==> config.mk <==
export PLATFORM = sky130hd
export DESIGN_NAME = upoc_port_option
export DESIGN_NICKNAME = d
export VERILOG_FILES = /design/src/hdl/upoc_pkg.sv /design/src/hdl/upoc_port_option.sv
export VERILOG_INCLUDE_DIRS = /design/src /design/src/hdl
export SDC_FILE = /design/constraint.sdc
export NUM_CORES = 1
export LEC_CHECK = 0
export ABC_AREA = 0
export BUFFER_PORTS_ARGS = -buffer_cell sky130_fd_sc_hd__buf_2
export CAP_MARGIN = 25
export CORE_MARGIN = 2
export CORE_UTILIZATION = 45
export CTS_CLUSTER_DIAMETER = 200
export DETAILED_ROUTE_END_ITERATION = 10
export PLACE_DENSITY = 0.64
export SLEW_MARGIN = 30
export SYNTH_ARGS = -nofsm -noshare
export SYNTH_HDL_FRONTEND = slang
export SYNTH_SLANG_ARGS = --single-unit
==> constraint.sdc <==
create_clock -name pclk -period 6.3 [get_ports pclk]
set_input_delay 1.89 -clock pclk [delete_from_list [all_inputs] [get_ports pclk]]
set_output_delay 1.89 -clock pclk [all_outputs]
set_load 0.01 [all_outputs]
==> src/hdl/upoc_defs.svh <==
// Register offsets, field positions, reset values and masks of the port option controller.
`ifndef UPOC_DEFS_SVH
`define UPOC_DEFS_SVH
`define UPOC_OFF_CAP        12'h000
`define UPOC_OFF_MUX        12'h004
`define UPOC_OFF_RSV0       12'h008
`define UPOC_OFF_CTL        12'h00C
`define UPOC_OFF_RSV1       12'h010
`define UPOC_OFF_RSV2       12'h014
`define UPOC_OFF_RSV3       12'h018
`define UPOC_CAP_RESET      32'h000003EA
`define UPOC_CAP_WMASK      32'h000FFFFF
`define UPOC_CTL_RESET      32'h00000200
`define UPOC_CTL_WMASK      32'h1F0F0F7C
`define UPOC_RSV0_VALUE     32'h00000800
`define UPOC_BIT_WAKE_OC    19
`define UPOC_BIT_WAKE_VB    17
`define UPOC_BIT_AUTO_PU    15
`define UPOC_BIT_OC_POL     14
`define UPOC_BIT_OCR_LO     10
`define UPOC_BIT_POL_B      9
`define UPOC_BIT_POL_A      8
`define UPOC_BIT_VBVLD      8
`define UPOC_BIT_PULLUP_ENABLE       2
`define UPOC_BIT_COMP_EN    7
`define UPOC_ROUTE_DEVICE   2'h3
`define UPOC_ROUTE_HOST     2'h2
`define UPOC_PWR_NONE       2'h0
`define UPOC_PWR_BOTH       2'h1
`define UPOC_PWR_A          2'h2
`define UPOC_PWR_B          2'h3
`endif

==> src/hdl/upoc_pkg.sv <==
// Types shared by the port option controller.
package upoc_pkg;
  typedef struct packed {
    logic [11:0] paddr;
    logic        pwrite;
    logic [31:0] pwdata;
  } upoc_apb_req_t;
  typedef enum logic [1:0] {
    UPOC_OWN_NONE,
    UPOC_OWN_HOST,
    UPOC_OWN_DEVICE
  } upoc_owner_t;
endpackage

==> src/hdl/upoc_port_option.sv <==
// Port option controller: APB registers, power routing, over-current and pull-up control.
//
// Design decision made here: the APB register port.
`include "upoc_defs.svh"
//
// Behaviour
// RULE1: With wake-on-over-current enabled, port 4 over-current sets the wake status.
// RULE2: With wake-on-VBUS-change enabled, any VBUS valid change sets the wake status.
// RULE3: Auto pull-up turns the pull-up on when VBUS valid is one.
// RULE4: Writing one to auto pull-up enable also sets comparator enable.
// RULE5: Over-current polarity picks the active level of the sense input.
// RULE6: Each reporting bit forwards over-current to host status for its port.
// RULE7: Polarity bit 9 sets the active level of power output B.
// RULE8: Polarity bit 8 sets the active level of power output A.
// RULE9: Two-bit routing per port: none, both, A only, B only.
// RULE10: Each power output is the OR of all ports routed to it.
// RULE11: VBUS valid flag shows comparator result, meaningful with comparator enabled.
// RULE12: In auto mode pull-up enable reads as VBUS valid and is read-only.
// RULE13: Pull-up only with comparator enabled; otherwise software bit drives it.
// RULE14: Pull-up enable is ignored unless the port is routed to device.
// RULE15: Route field: 0x none and suspended, 10 host, 11 device.
// RULE16: Comparator enable gates detection; writing zero clears auto pull-up.
// RULE17: Control route field aliases the multiplex route field.
// RULE18: Software writes reserved fields back with the values read.
// RULE19: Software keeps control bit 11 unchanged after initialisation.
// RULE20: Read-only reserved fields read as zero; the read-only RSV0 register reads 32'h00000800.
// RULE21: Polarity is applied after the OR, idle request gives inactive level.
module upoc_port_option (
  input  wire logic        pclk,
  input  wire logic        presetn,
  input  wire logic        clk_en,
  input  wire logic        psel,
  input  wire logic        penable,
  input  wire logic        pwrite,
  input  wire logic [11:0] paddr,
  input  wire logic [31:0] pwdata,
  output logic      [31:0] prdata,
  output logic             pready,
  output logic             pslverr,
  input  wire logic [3:0]  host_port_power,
  input  wire logic        overcurrent_sense_in,
  input  wire logic        vbus_comparator_in,
  output logic             port_power_out_a,
  output logic             port_power_out_b,
  output logic      [3:0]  host_overcurrent_report,
  output logic             port4_dplus_pullup,
  output logic             vbus_comparator_enable,
  output logic             wake_event_status,
  output logic      [1:0]  port_owner,
  output logic             port_suspend
);

  ////////////////////////////////////////////////////////////////////////////
  // Bus decode.
  upoc_pkg::upoc_apb_req_t req;
  logic [31:0] cap_q;
  logic [31:0] ctl_q;
  logic [1:0]  route_q;
  logic        pullup_enable_q;
  logic        vbus_q;
  logic        oc_q;
  logic        wake_q;
  logic [31:0] rsv1_q;
  logic [31:0] rsv2_q;
  logic [31:0] rsv3_q;
  logic [31:0] rdata_d;
  logic        hit;
  wire         acc        = psel && penable && !pready && clk_en;
  wire         wr         = acc && req.pwrite;
  wire         wr_cap     = wr && (req.paddr == `UPOC_OFF_CAP);
  wire         wr_mux     = wr && (req.paddr == `UPOC_OFF_MUX);
  wire         wr_ctl     = wr && (req.paddr == `UPOC_OFF_CTL);
  wire         wr_rsv1    = wr && (req.paddr == `UPOC_OFF_RSV1);
  wire         wr_rsv2    = wr && (req.paddr == `UPOC_OFF_RSV2);
  wire         wr_rsv3    = wr && (req.paddr == `UPOC_OFF_RSV3);
  wire         auto_pu    = cap_q[`UPOC_BIT_AUTO_PU];
  wire         comp_en    = ctl_q[`UPOC_BIT_COMP_EN];
  wire         vbus_valid = vbus_comparator_in && comp_en;  // [RULE11]
  wire         oc_active  = overcurrent_sense_in == cap_q[`UPOC_BIT_OC_POL];  // [RULE5]
  wire         pullup_enable_eff   = auto_pu ? vbus_valid : pullup_enable_q;  // [RULE3] [RULE12]
  wire [31:0]  mux_rd     = {23'h0, vbus_valid, 5'h0, pullup_enable_eff, route_q};  // [RULE20]
  wire [31:0]  ctl_rd     = {ctl_q[31:2], route_q};  // [RULE17]

  assign req = {paddr, pwrite, pwdata};

  always_comb begin
    hit     = 1'b1;
    rdata_d = 32'h0;
    case (req.paddr)
      `UPOC_OFF_CAP:  rdata_d = cap_q;
      `UPOC_OFF_MUX:  rdata_d = mux_rd;
      `UPOC_OFF_RSV0: rdata_d = `UPOC_RSV0_VALUE;
      `UPOC_OFF_CTL:  rdata_d = ctl_rd;
      `UPOC_OFF_RSV1: rdata_d = rsv1_q;
      `UPOC_OFF_RSV2: rdata_d = rsv2_q;
      `UPOC_OFF_RSV3: rdata_d = rsv3_q;
      default:        hit = 1'b0;
    endcase
  end

  ////////////////////////////////////////////////////////////////////////////
  // Bus answer, one wait state.
  always_ff @(posedge pclk or negedge presetn) begin
    if (!presetn) begin
      pready  <= 1'b0;
      pslverr <= 1'b0;
      prdata  <= 32'h0;
    end else if (clk_en) begin
      pready  <= acc;
      pslverr <= acc && !hit;
      prdata  <= (acc && !req.pwrite) ? rdata_d : 32'h0;
    end
  end

  ////////////////////////////////////////////////////////////////////////////
  // Capability and control registers with their cross effects.
  wire        cap_wauto = wr_cap && req.pwdata[`UPOC_BIT_AUTO_PU];
  wire        ctl_wcomp0 = wr_ctl && !req.pwdata[`UPOC_BIT_COMP_EN];
  wire [31:0] cap_w = (req.pwdata & `UPOC_CAP_WMASK);
  wire [31:0] ctl_w = (req.pwdata & `UPOC_CTL_WMASK) | {24'h0, req.pwdata[7], 7'h0};
  logic [31:0] cap_d;
  logic [31:0] ctl_d;

  always_comb begin
    cap_d = wr_cap ? cap_w : cap_q;
    ctl_d = wr_ctl ? ctl_w : ctl_q;
    if (cap_wauto) begin
      ctl_d[`UPOC_BIT_COMP_EN] = 1'b1;  // [RULE4]
    end
    if (ctl_wcomp0) begin
      cap_d[`UPOC_BIT_AUTO_PU] = 1'b0;  // [RULE16]
    end
  end

  always_ff @(posedge pclk or negedge presetn) begin
    if (!presetn) begin
      cap_q   <= `UPOC_CAP_RESET;
      ctl_q   <= `UPOC_CTL_RESET;
      route_q <= 2'h0;
      pullup_enable_q  <= 1'b0;
      rsv1_q  <= 32'h0;
      rsv2_q  <= 32'h0;
      rsv3_q  <= 32'h0;
    end else if (clk_en) begin
      cap_q <= cap_d;
      ctl_q <= ctl_d;
      if (wr_mux) begin
        route_q <= req.pwdata[1:0];  // [RULE17]
        if (!auto_pu) begin
          pullup_enable_q <= req.pwdata[`UPOC_BIT_PULLUP_ENABLE];  // [RULE12]
        end
      end else if (wr_ctl) begin
        route_q <= req.pwdata[1:0];  // [RULE17]
      end
      if (wr_rsv1) begin
        rsv1_q <= req.pwdata;
      end
      if (wr_rsv2) begin
        rsv2_q <= req.pwdata;
      end
      if (wr_rsv3) begin
        rsv3_q <= req.pwdata;
      end
    end
  end

  ////////////////////////////////////////////////////////////////////////////
  // Power routing, over-current report and ownership.
  logic [1:0] route_fld [4];
  logic       req_a;
  logic       req_b;

  always_comb begin
    req_a = 1'b0;
    req_b = 1'b0;
    for (int i = 0; i < 4; i++) begin
      route_fld[i] = cap_q[2*i +: 2];
      case (route_fld[i])  // [RULE9]
        `UPOC_PWR_BOTH: begin
          req_a = req_a | host_port_power[i];  // [RULE10]
          req_b = req_b | host_port_power[i];
        end
        `UPOC_PWR_A:    req_a = req_a | host_port_power[i];
        `UPOC_PWR_B:    req_b = req_b | host_port_power[i];
        default:        ;
      endcase
    end
  end

  wire        pwr_a_d = cap_q[`UPOC_BIT_POL_A] ? req_a : !req_a;  // [RULE8] [RULE21]
  wire        pwr_b_d = cap_q[`UPOC_BIT_POL_B] ? req_b : !req_b;  // [RULE7] [RULE21]
  wire [3:0]  ocr_d   = cap_q[`UPOC_BIT_OCR_LO +: 4] & {4{oc_active}};  // [RULE6]
  wire        dev_own = route_q == `UPOC_ROUTE_DEVICE;  // [RULE15]
  wire        pu_d    = dev_own && comp_en && pullup_enable_eff;  // [RULE13] [RULE14]
  wire        wake_oc = cap_q[`UPOC_BIT_WAKE_OC] && oc_active && !oc_q;  // [RULE1]
  wire        wake_vb = cap_q[`UPOC_BIT_WAKE_VB] && (vbus_valid != vbus_q);  // [RULE2]
  upoc_pkg::upoc_owner_t owner_d;

  assign owner_d = dev_own ? upoc_pkg::UPOC_OWN_DEVICE :
                   (route_q == `UPOC_ROUTE_HOST) ? upoc_pkg::UPOC_OWN_HOST :
                   upoc_pkg::UPOC_OWN_NONE;  // [RULE15]

  always_ff @(posedge pclk or negedge presetn) begin
    if (!presetn) begin
      port_power_out_a        <= 1'b0;
      port_power_out_b        <= 1'b0;
      host_overcurrent_report <= 4'h0;
      port4_dplus_pullup      <= 1'b0;
      vbus_comparator_enable  <= 1'b0;
      port_owner              <= 2'h0;
      port_suspend            <= 1'b1;
      oc_q                    <= 1'b0;
      vbus_q                  <= 1'b0;
      wake_q                  <= 1'b0;
    end else if (clk_en) begin
      port_power_out_a        <= pwr_a_d;
      port_power_out_b        <= pwr_b_d;
      host_overcurrent_report <= ocr_d;
      port4_dplus_pullup      <= pu_d;
      vbus_comparator_enable  <= comp_en;
      port_owner              <= owner_d;
      port_suspend            <= !route_q[1];  // [RULE15]
      oc_q                    <= oc_active;
      vbus_q                  <= vbus_valid;
      wake_q                  <= wake_q | wake_oc | wake_vb;  // [RULE1] [RULE2]
    end
  end

  assign wake_event_status = wake_q;

  ////////////////////////////////////////////////////////////////////////////
  // Checks.
  property p_wake_oc;
    @(posedge pclk) disable iff (!presetn)
      clk_en && wake_oc |=> wake_event_status;
  endproperty
  a_wake_oc: assert property (p_wake_oc) else $error("over-current wake lost"); // [RULE1]

  property p_wake_vb;
    @(posedge pclk) disable iff (!presetn)
      clk_en && cap_q[`UPOC_BIT_WAKE_VB] && $changed(vbus_valid) |=> wake_event_status;
  endproperty
  a_wake_vb: assert property (p_wake_vb) else $error("vbus wake lost"); // [RULE2]

  property p_auto_comp;
    @(posedge pclk) disable iff (!presetn)
      cap_wauto |=> ctl_q[`UPOC_BIT_COMP_EN];
  endproperty
  a_auto_comp: assert property (p_auto_comp) else $error("comparator not set"); // [RULE4]

  property p_comp_clear;
    @(posedge pclk) disable iff (!presetn)
      ctl_wcomp0 |=> !cap_q[`UPOC_BIT_AUTO_PU];
  endproperty
  a_comp_clear: assert property (p_comp_clear) else $error("auto pull-up kept"); // [RULE16]

  property p_pullup;
    @(posedge pclk) disable iff (!presetn)
      clk_en && !(dev_own && comp_en) |=> !port4_dplus_pullup;
  endproperty
  a_pullup: assert property (p_pullup) else $error("pull-up without owner"); // [RULE14]

  property p_pwr_a;
    @(posedge pclk) disable iff (!presetn)
      clk_en && cap_q[1:0] == `UPOC_PWR_A && host_port_power[0]
        |=> port_power_out_a == $past(cap_q[`UPOC_BIT_POL_A]);
  endproperty
  a_pwr_a: assert property (p_pwr_a) else $error("power A wrong"); // [RULE8]

  property p_pwr_b_idle;
    @(posedge pclk) disable iff (!presetn)
      clk_en && !req_b |=> port_power_out_b == !$past(cap_q[`UPOC_BIT_POL_B]);
  endproperty
  a_pwr_b_idle: assert property (p_pwr_b_idle) else $error("power B idle wrong"); // [RULE21]

  property p_ocr;
    @(posedge pclk) disable iff (!presetn)
      clk_en && !cap_q[`UPOC_BIT_OCR_LO] |=> !host_overcurrent_report[0];
  endproperty
  a_ocr: assert property (p_ocr) else $error("suppressed report leaked"); // [RULE6]

  property p_alias;
    @(posedge pclk) disable iff (!presetn)
      wr_ctl |=> mux_rd[1:0] == $past(req.pwdata[1:0]);
  endproperty
  a_alias: assert property (p_alias) else $error("route alias broken"); // [RULE17]

  property p_pwr_b;
    @(posedge pclk) disable iff (!presetn)
      clk_en && cap_q[1:0] == `UPOC_PWR_B && host_port_power[0]
        |=> port_power_out_b == $past(cap_q[`UPOC_BIT_POL_B]);
  endproperty
  a_pwr_b: assert property (p_pwr_b) else $error("power B wrong"); // [RULE7]

  property p_pwr_a_idle;
    @(posedge pclk) disable iff (!presetn)
      clk_en && !req_a |=> port_power_out_a == !$past(cap_q[`UPOC_BIT_POL_A]);
  endproperty
  a_pwr_a_idle: assert property (p_pwr_a_idle) else $error("power A idle wrong"); // [RULE21]

  property p_oc_pol;
    @(posedge pclk) disable iff (!presetn)
      clk_en && cap_q[`UPOC_BIT_OCR_LO] && overcurrent_sense_in == cap_q[`UPOC_BIT_OC_POL]
        |=> host_overcurrent_report[0];
  endproperty
  a_oc_pol: assert property (p_oc_pol) else $error("over-current level missed"); // [RULE5]

  property p_ocr_port4;
    @(posedge pclk) disable iff (!presetn)
      clk_en && !cap_q[`UPOC_BIT_OCR_LO + 3] |=> !host_overcurrent_report[3];
  endproperty
  a_ocr_port4: assert property (p_ocr_port4) else $error("port 4 report leaked"); // [RULE6]

  property p_gang;
    @(posedge pclk) disable iff (!presetn)
      clk_en && cap_q[1:0] == `UPOC_PWR_BOTH && host_port_power[0]
        |=> port_power_out_a == $past(cap_q[`UPOC_BIT_POL_A]) &&
            port_power_out_b == $past(cap_q[`UPOC_BIT_POL_B]);
  endproperty
  a_gang: assert property (p_gang) else $error("ganged power wrong"); // [RULE9]

  property p_or;
    @(posedge pclk) disable iff (!presetn)
      clk_en && cap_q[5:4] == `UPOC_PWR_A && host_port_power[2]
        |=> port_power_out_a == $past(cap_q[`UPOC_BIT_POL_A]);
  endproperty
  a_or: assert property (p_or) else $error("power A request lost"); // [RULE10]

  property p_none;
    @(posedge pclk) disable iff (!presetn)
      clk_en && cap_q[7:0] == 8'h00
        |=> port_power_out_a == !$past(cap_q[`UPOC_BIT_POL_A]) &&
            port_power_out_b == !$past(cap_q[`UPOC_BIT_POL_B]);
  endproperty
  a_none: assert property (p_none) else $error("unrouted power leaked"); // [RULE9]

  property p_auto_pu;
    @(posedge pclk) disable iff (!presetn)
      clk_en && auto_pu && dev_own && comp_en && vbus_valid |=> port4_dplus_pullup;
  endproperty
  a_auto_pu: assert property (p_auto_pu) else $error("auto pull-up missing"); // [RULE3]

  property p_sw_pu;
    @(posedge pclk) disable iff (!presetn)
      clk_en && !auto_pu && dev_own && comp_en && pullup_enable_q |=> port4_dplus_pullup;
  endproperty
  a_sw_pu: assert property (p_sw_pu) else $error("software pull-up missing"); // [RULE13]

  property p_pullup_enable_ro;
    @(posedge pclk) disable iff (!presetn)
      wr_mux && auto_pu |=> $stable(pullup_enable_q);
  endproperty
  a_pullup_enable_ro: assert property (p_pullup_enable_ro) else $error("pull-up bit written in auto"); // [RULE12]

  property p_vbus_flag;
    @(posedge pclk) disable iff (!presetn)
      acc && !req.pwrite && req.paddr == `UPOC_OFF_MUX && !comp_en
        |=> !prdata[`UPOC_BIT_VBVLD];
  endproperty
  a_vbus_flag: assert property (p_vbus_flag) else $error("vbus flag without comparator"); // [RULE11]

  property p_owner_host;
    @(posedge pclk) disable iff (!presetn)
      clk_en && route_q == `UPOC_ROUTE_HOST |=> port_owner == 2'h1 && !port_suspend;
  endproperty
  a_owner_host: assert property (p_owner_host) else $error("host owner wrong"); // [RULE15]

  property p_suspend;
    @(posedge pclk) disable iff (!presetn)
      clk_en && !route_q[1] |=> port_suspend && port_owner == 2'h0;
  endproperty
  a_suspend: assert property (p_suspend) else $error("unowned port not suspended"); // [RULE15]

  property p_cap_rsvd;
    @(posedge pclk) disable iff (!presetn)
      acc && !req.pwrite && req.paddr == `UPOC_OFF_CAP
        |=> prdata[31:20] == 12'h000;
  endproperty
  a_cap_rsvd: assert property (p_cap_rsvd) else $error("capability reserved nonzero"); // [RULE20]

endmodule

==> results.ini <==
[clock_tree]
cts_sinks = 186
cts_tree = done
cts_buffer_depth = 2
insertion_delay_ps = 440
cts_resized = 0
cts.clk_slew.worst_paths_ps = 70
cts_max_level = 4
cts-root-buf = clkbuf_16
numCtsBuffers = 17
hold_buffers = 0
post-cts-setup-buffers = 0

[sta]
worst_slack_ps = 1950
slew_violations = 0
relSlewSlack = 0.437
fin_crit_sh = 0.690
period_needed_ps = 4350
hold_viol = 0
setup_viol_count_final = 0
finalClockSkew_ps = 11.0
rsz0062_at_grt = false
timing.setup.tns_ps = 0
max_freq_ghz = 0.230
worst_pin_slew_ps = 844

[critical_path]
worstPathArrival_ps = 4660
end_kind = flip-flop
r2r-start = pready$_DFFE_PN0P_
required_ps = 6610
path_max_fanout = 23
crit_type = primary input to flip-flop
start_kind = primary input
crit_path_start = paddr[9]

[power_and_ir_drop]
pwr-share-clk = 0.446
p_comb_frac = 0.048
p_sw_mw = 0.560
leakagePower_nw = 4.72
p_per_area_mw_per_mm2 = 243
power_frac_seq = 0.506
vdd_drop_max_uv = 211
switching_share = 0.237
p_int_mw = 1.81

[placed_design]
port_buffers = 101
gp_congestion = 0.780
pre_cts_slack_ps = 1550
dp_hpwl_um = 13700

[hold_path]
hold_start = host_overcurrent_report[3]$_DFFE_PN0P_
hp-class = flip-flop to flip-flop

[floorplan]
die_h_um = 141
rows = 50
io-pin-count = 102
dieArea_sq_mm = 0.0200
start_util = 0.457
die_w_um = 141
core_sq_mm = 0.0186

[yosys]
ys_top_cells_by_area = dfrtp_1, mux2_2, o2bb2ai_1
synth-main-ff-cell = dfrtp_1
synth_most_common_cell = dfrtp_1
seq_area_frac_synth = 0.550
netlist_area_sq_mm = 0.00848
synth-seq-cells = 186
synth_top_area_share = 0.522
netlist_top_cells_count = dfrtp_1, mux2_2, o2bb2ai_1
synth_edf_count = 0
yosys_warnings = 0
ys_async_sr_fraction = 1.00
yosysUniqueCellTypes = 61
synth_top_area_cell = dfrtp_1
syn_inst = 645
synthesis.nets = 709
syn_area_per_cell_sq_um = 13.2

[finish]
areaGrowthSynthToFinish_pct = 14.7
drive_above_1_share = 0.401
diodes = 0
num-fill-cells = 1560
fin_nets = 794

[detailed_routing]
vias = 5723
firstDrtPassIters = 5
antenna_left = 0
drtIter0Drc = 453
drc_errors = 0
post_drt_wl_per_cell_um = 21.4
via_per_inst = 5.86
finalWirelength_um = 20900

[grt]
grt_antenna_before_repair = 0
grt_max_degree = 91
grt_first_pass_wirelength_um = 33200
grt_pass1_vias = 5981
grt-ovfl-total = 0
grtUsageTotal = 0.216

[outcome]
outcome = finished, final reports clean

[flow_run]
cap_viol_max_count = 0

layout by cell type (no fill, tap or decap), drive strengths merged, types with 3 or more instances in the layout:
| master | Yosys | final |
|---|---|---|
| ha | 8 | 8 |
| nor2b | 3 | 3 |
| nand2 | 18 | 18 |
| clkbuf | 28 | 21 |
| a22o | 5 | 5 |
| inv | 15 | 17 |
| o211ai | 10 | 10 |
| dfrtp | 177 | 177 |
| a22oi | 5 | 5 |
| dfstp | 9 | 9 |
| mux2i | 24 | 24 |
| clkinv | 0 | 3 |
| nand2b | 3 | 3 |
| mux2 | 135 | 135 |
| o21ai | 17 | 17 |
| o21a | 3 | 3 |
| o2bb2ai | 39 | 39 |
| and3 | 3 | 3 |
| nor2 | 16 | 16 |
| a222oi | 6 | 6 |
| nand4b | 21 | 21 |
| buf | 18 | 112 |
| a31oi | 3 | 3 |
| nor4 | 5 | 5 |
| a21oi | 29 | 29 |
| clkinvlp | 0 | 5 |
| or2 | 3 | 3 |
| nand3 | 7 | 7 |
cells by family after synthesis:
group	share of synthesized area
AO/OA/AOI/OAI	0.110
flip-flops	0.550
AND/OR/NAND/NOR	0.0799
XOR/XNOR	0.00310
buffers and inverters	0.0342
adder cells (fa/ha/maj)	0.0118
multiplexers	0.211
per-stage QoR:
step           instances  hold slack [ps]  instance area, sq um   util  total power, mW
3_3_place_gp         945              467                  9150  0.492             1.33
3_5_place_dp         945              468                  9150  0.492             1.34
5_1_grt              977              499                  9730  0.524             2.45
6_report             977              485                  9730  0.524             2.37
2_1_floorplan        645              454                  8480      -             1.26
4_1_cts              977              488                  9730  0.524             2.38
state kept, by name (all words and copies together), names as in the netlist, 4 cells and up:
name                     flops
cap_q                       20
rsv3_q                      32
rsv1_q                      32
rsv2_q                      32
prdata                      32
ctl_q                       19
host_overcurrent_report      4
area by class of cell:
| type | count | area, sq um | area share |
|---|---|---|---|
| Clock buffer | 21 | 470 | 0.0484 |
| Clock inverter | 11 | 111 | 0.0114 |
| Inverter | 15 | 56.3 | 0.00579 |
| Multi-Input combinational cell | 398 | 3540 | 0.364 |
| Sequential cell | 186 | 4670 | 0.480 |
| Tap cell | 234 | 293 | 0.0301 |
| Timing Repair Buffer | 112 | 594 | 0.0611 |
power groups by stage:
stage	Clock, mW	Combinational (mW)	Sequential [mW]
2_1_floorplan	0	0.0426	1.22
3_3_place_gp	0	0.111	1.22
3_5_place_dp	0	0.114	1.22
4_1_cts	1.07	0.115	1.20
5_1_grt	1.12	0.124	1.20
6_report	1.06	0.114	1.20
critical path, cell delays in order:
cell	delay, ps
buf_2	90
or4_4	630
nor4_4	590
and3_1	590
buf_4	460
mux2_2	390
per-layer routing:
layer / vias up / share of wire / GRT usage
met2: 179 / 0.48 / 0.345
met3: 29 / 0.049 / 0.0358
li1: 2563 / - / -
met4: 0 / 0.019 / 0.0768
met1: 2952 / 0.46 / 0.301
met5: - / 0 / 0
worst paths after layout:
path	to	slack, ps	cells after the start
max	rsv1_q[26]$_DFFE_PN0P_	1950	6
min	host_overcurrent_report[3]$_DFFE_PN0P_	480	1
max in group asynchronous	prdata[5]$_DFFE_PN0P_	3580	2
min reg2reg	host_overcurrent_report[3]$_DFFE_PN0P_	480	1
max reg2reg	rsv3_q[6]$_DFFE_PN0P_	3430	5
min in group asynchronous	port_owner[1]$_DFFE_PN0P_	1500	1
Note: power is estimated with default switching activity, not from simulation.
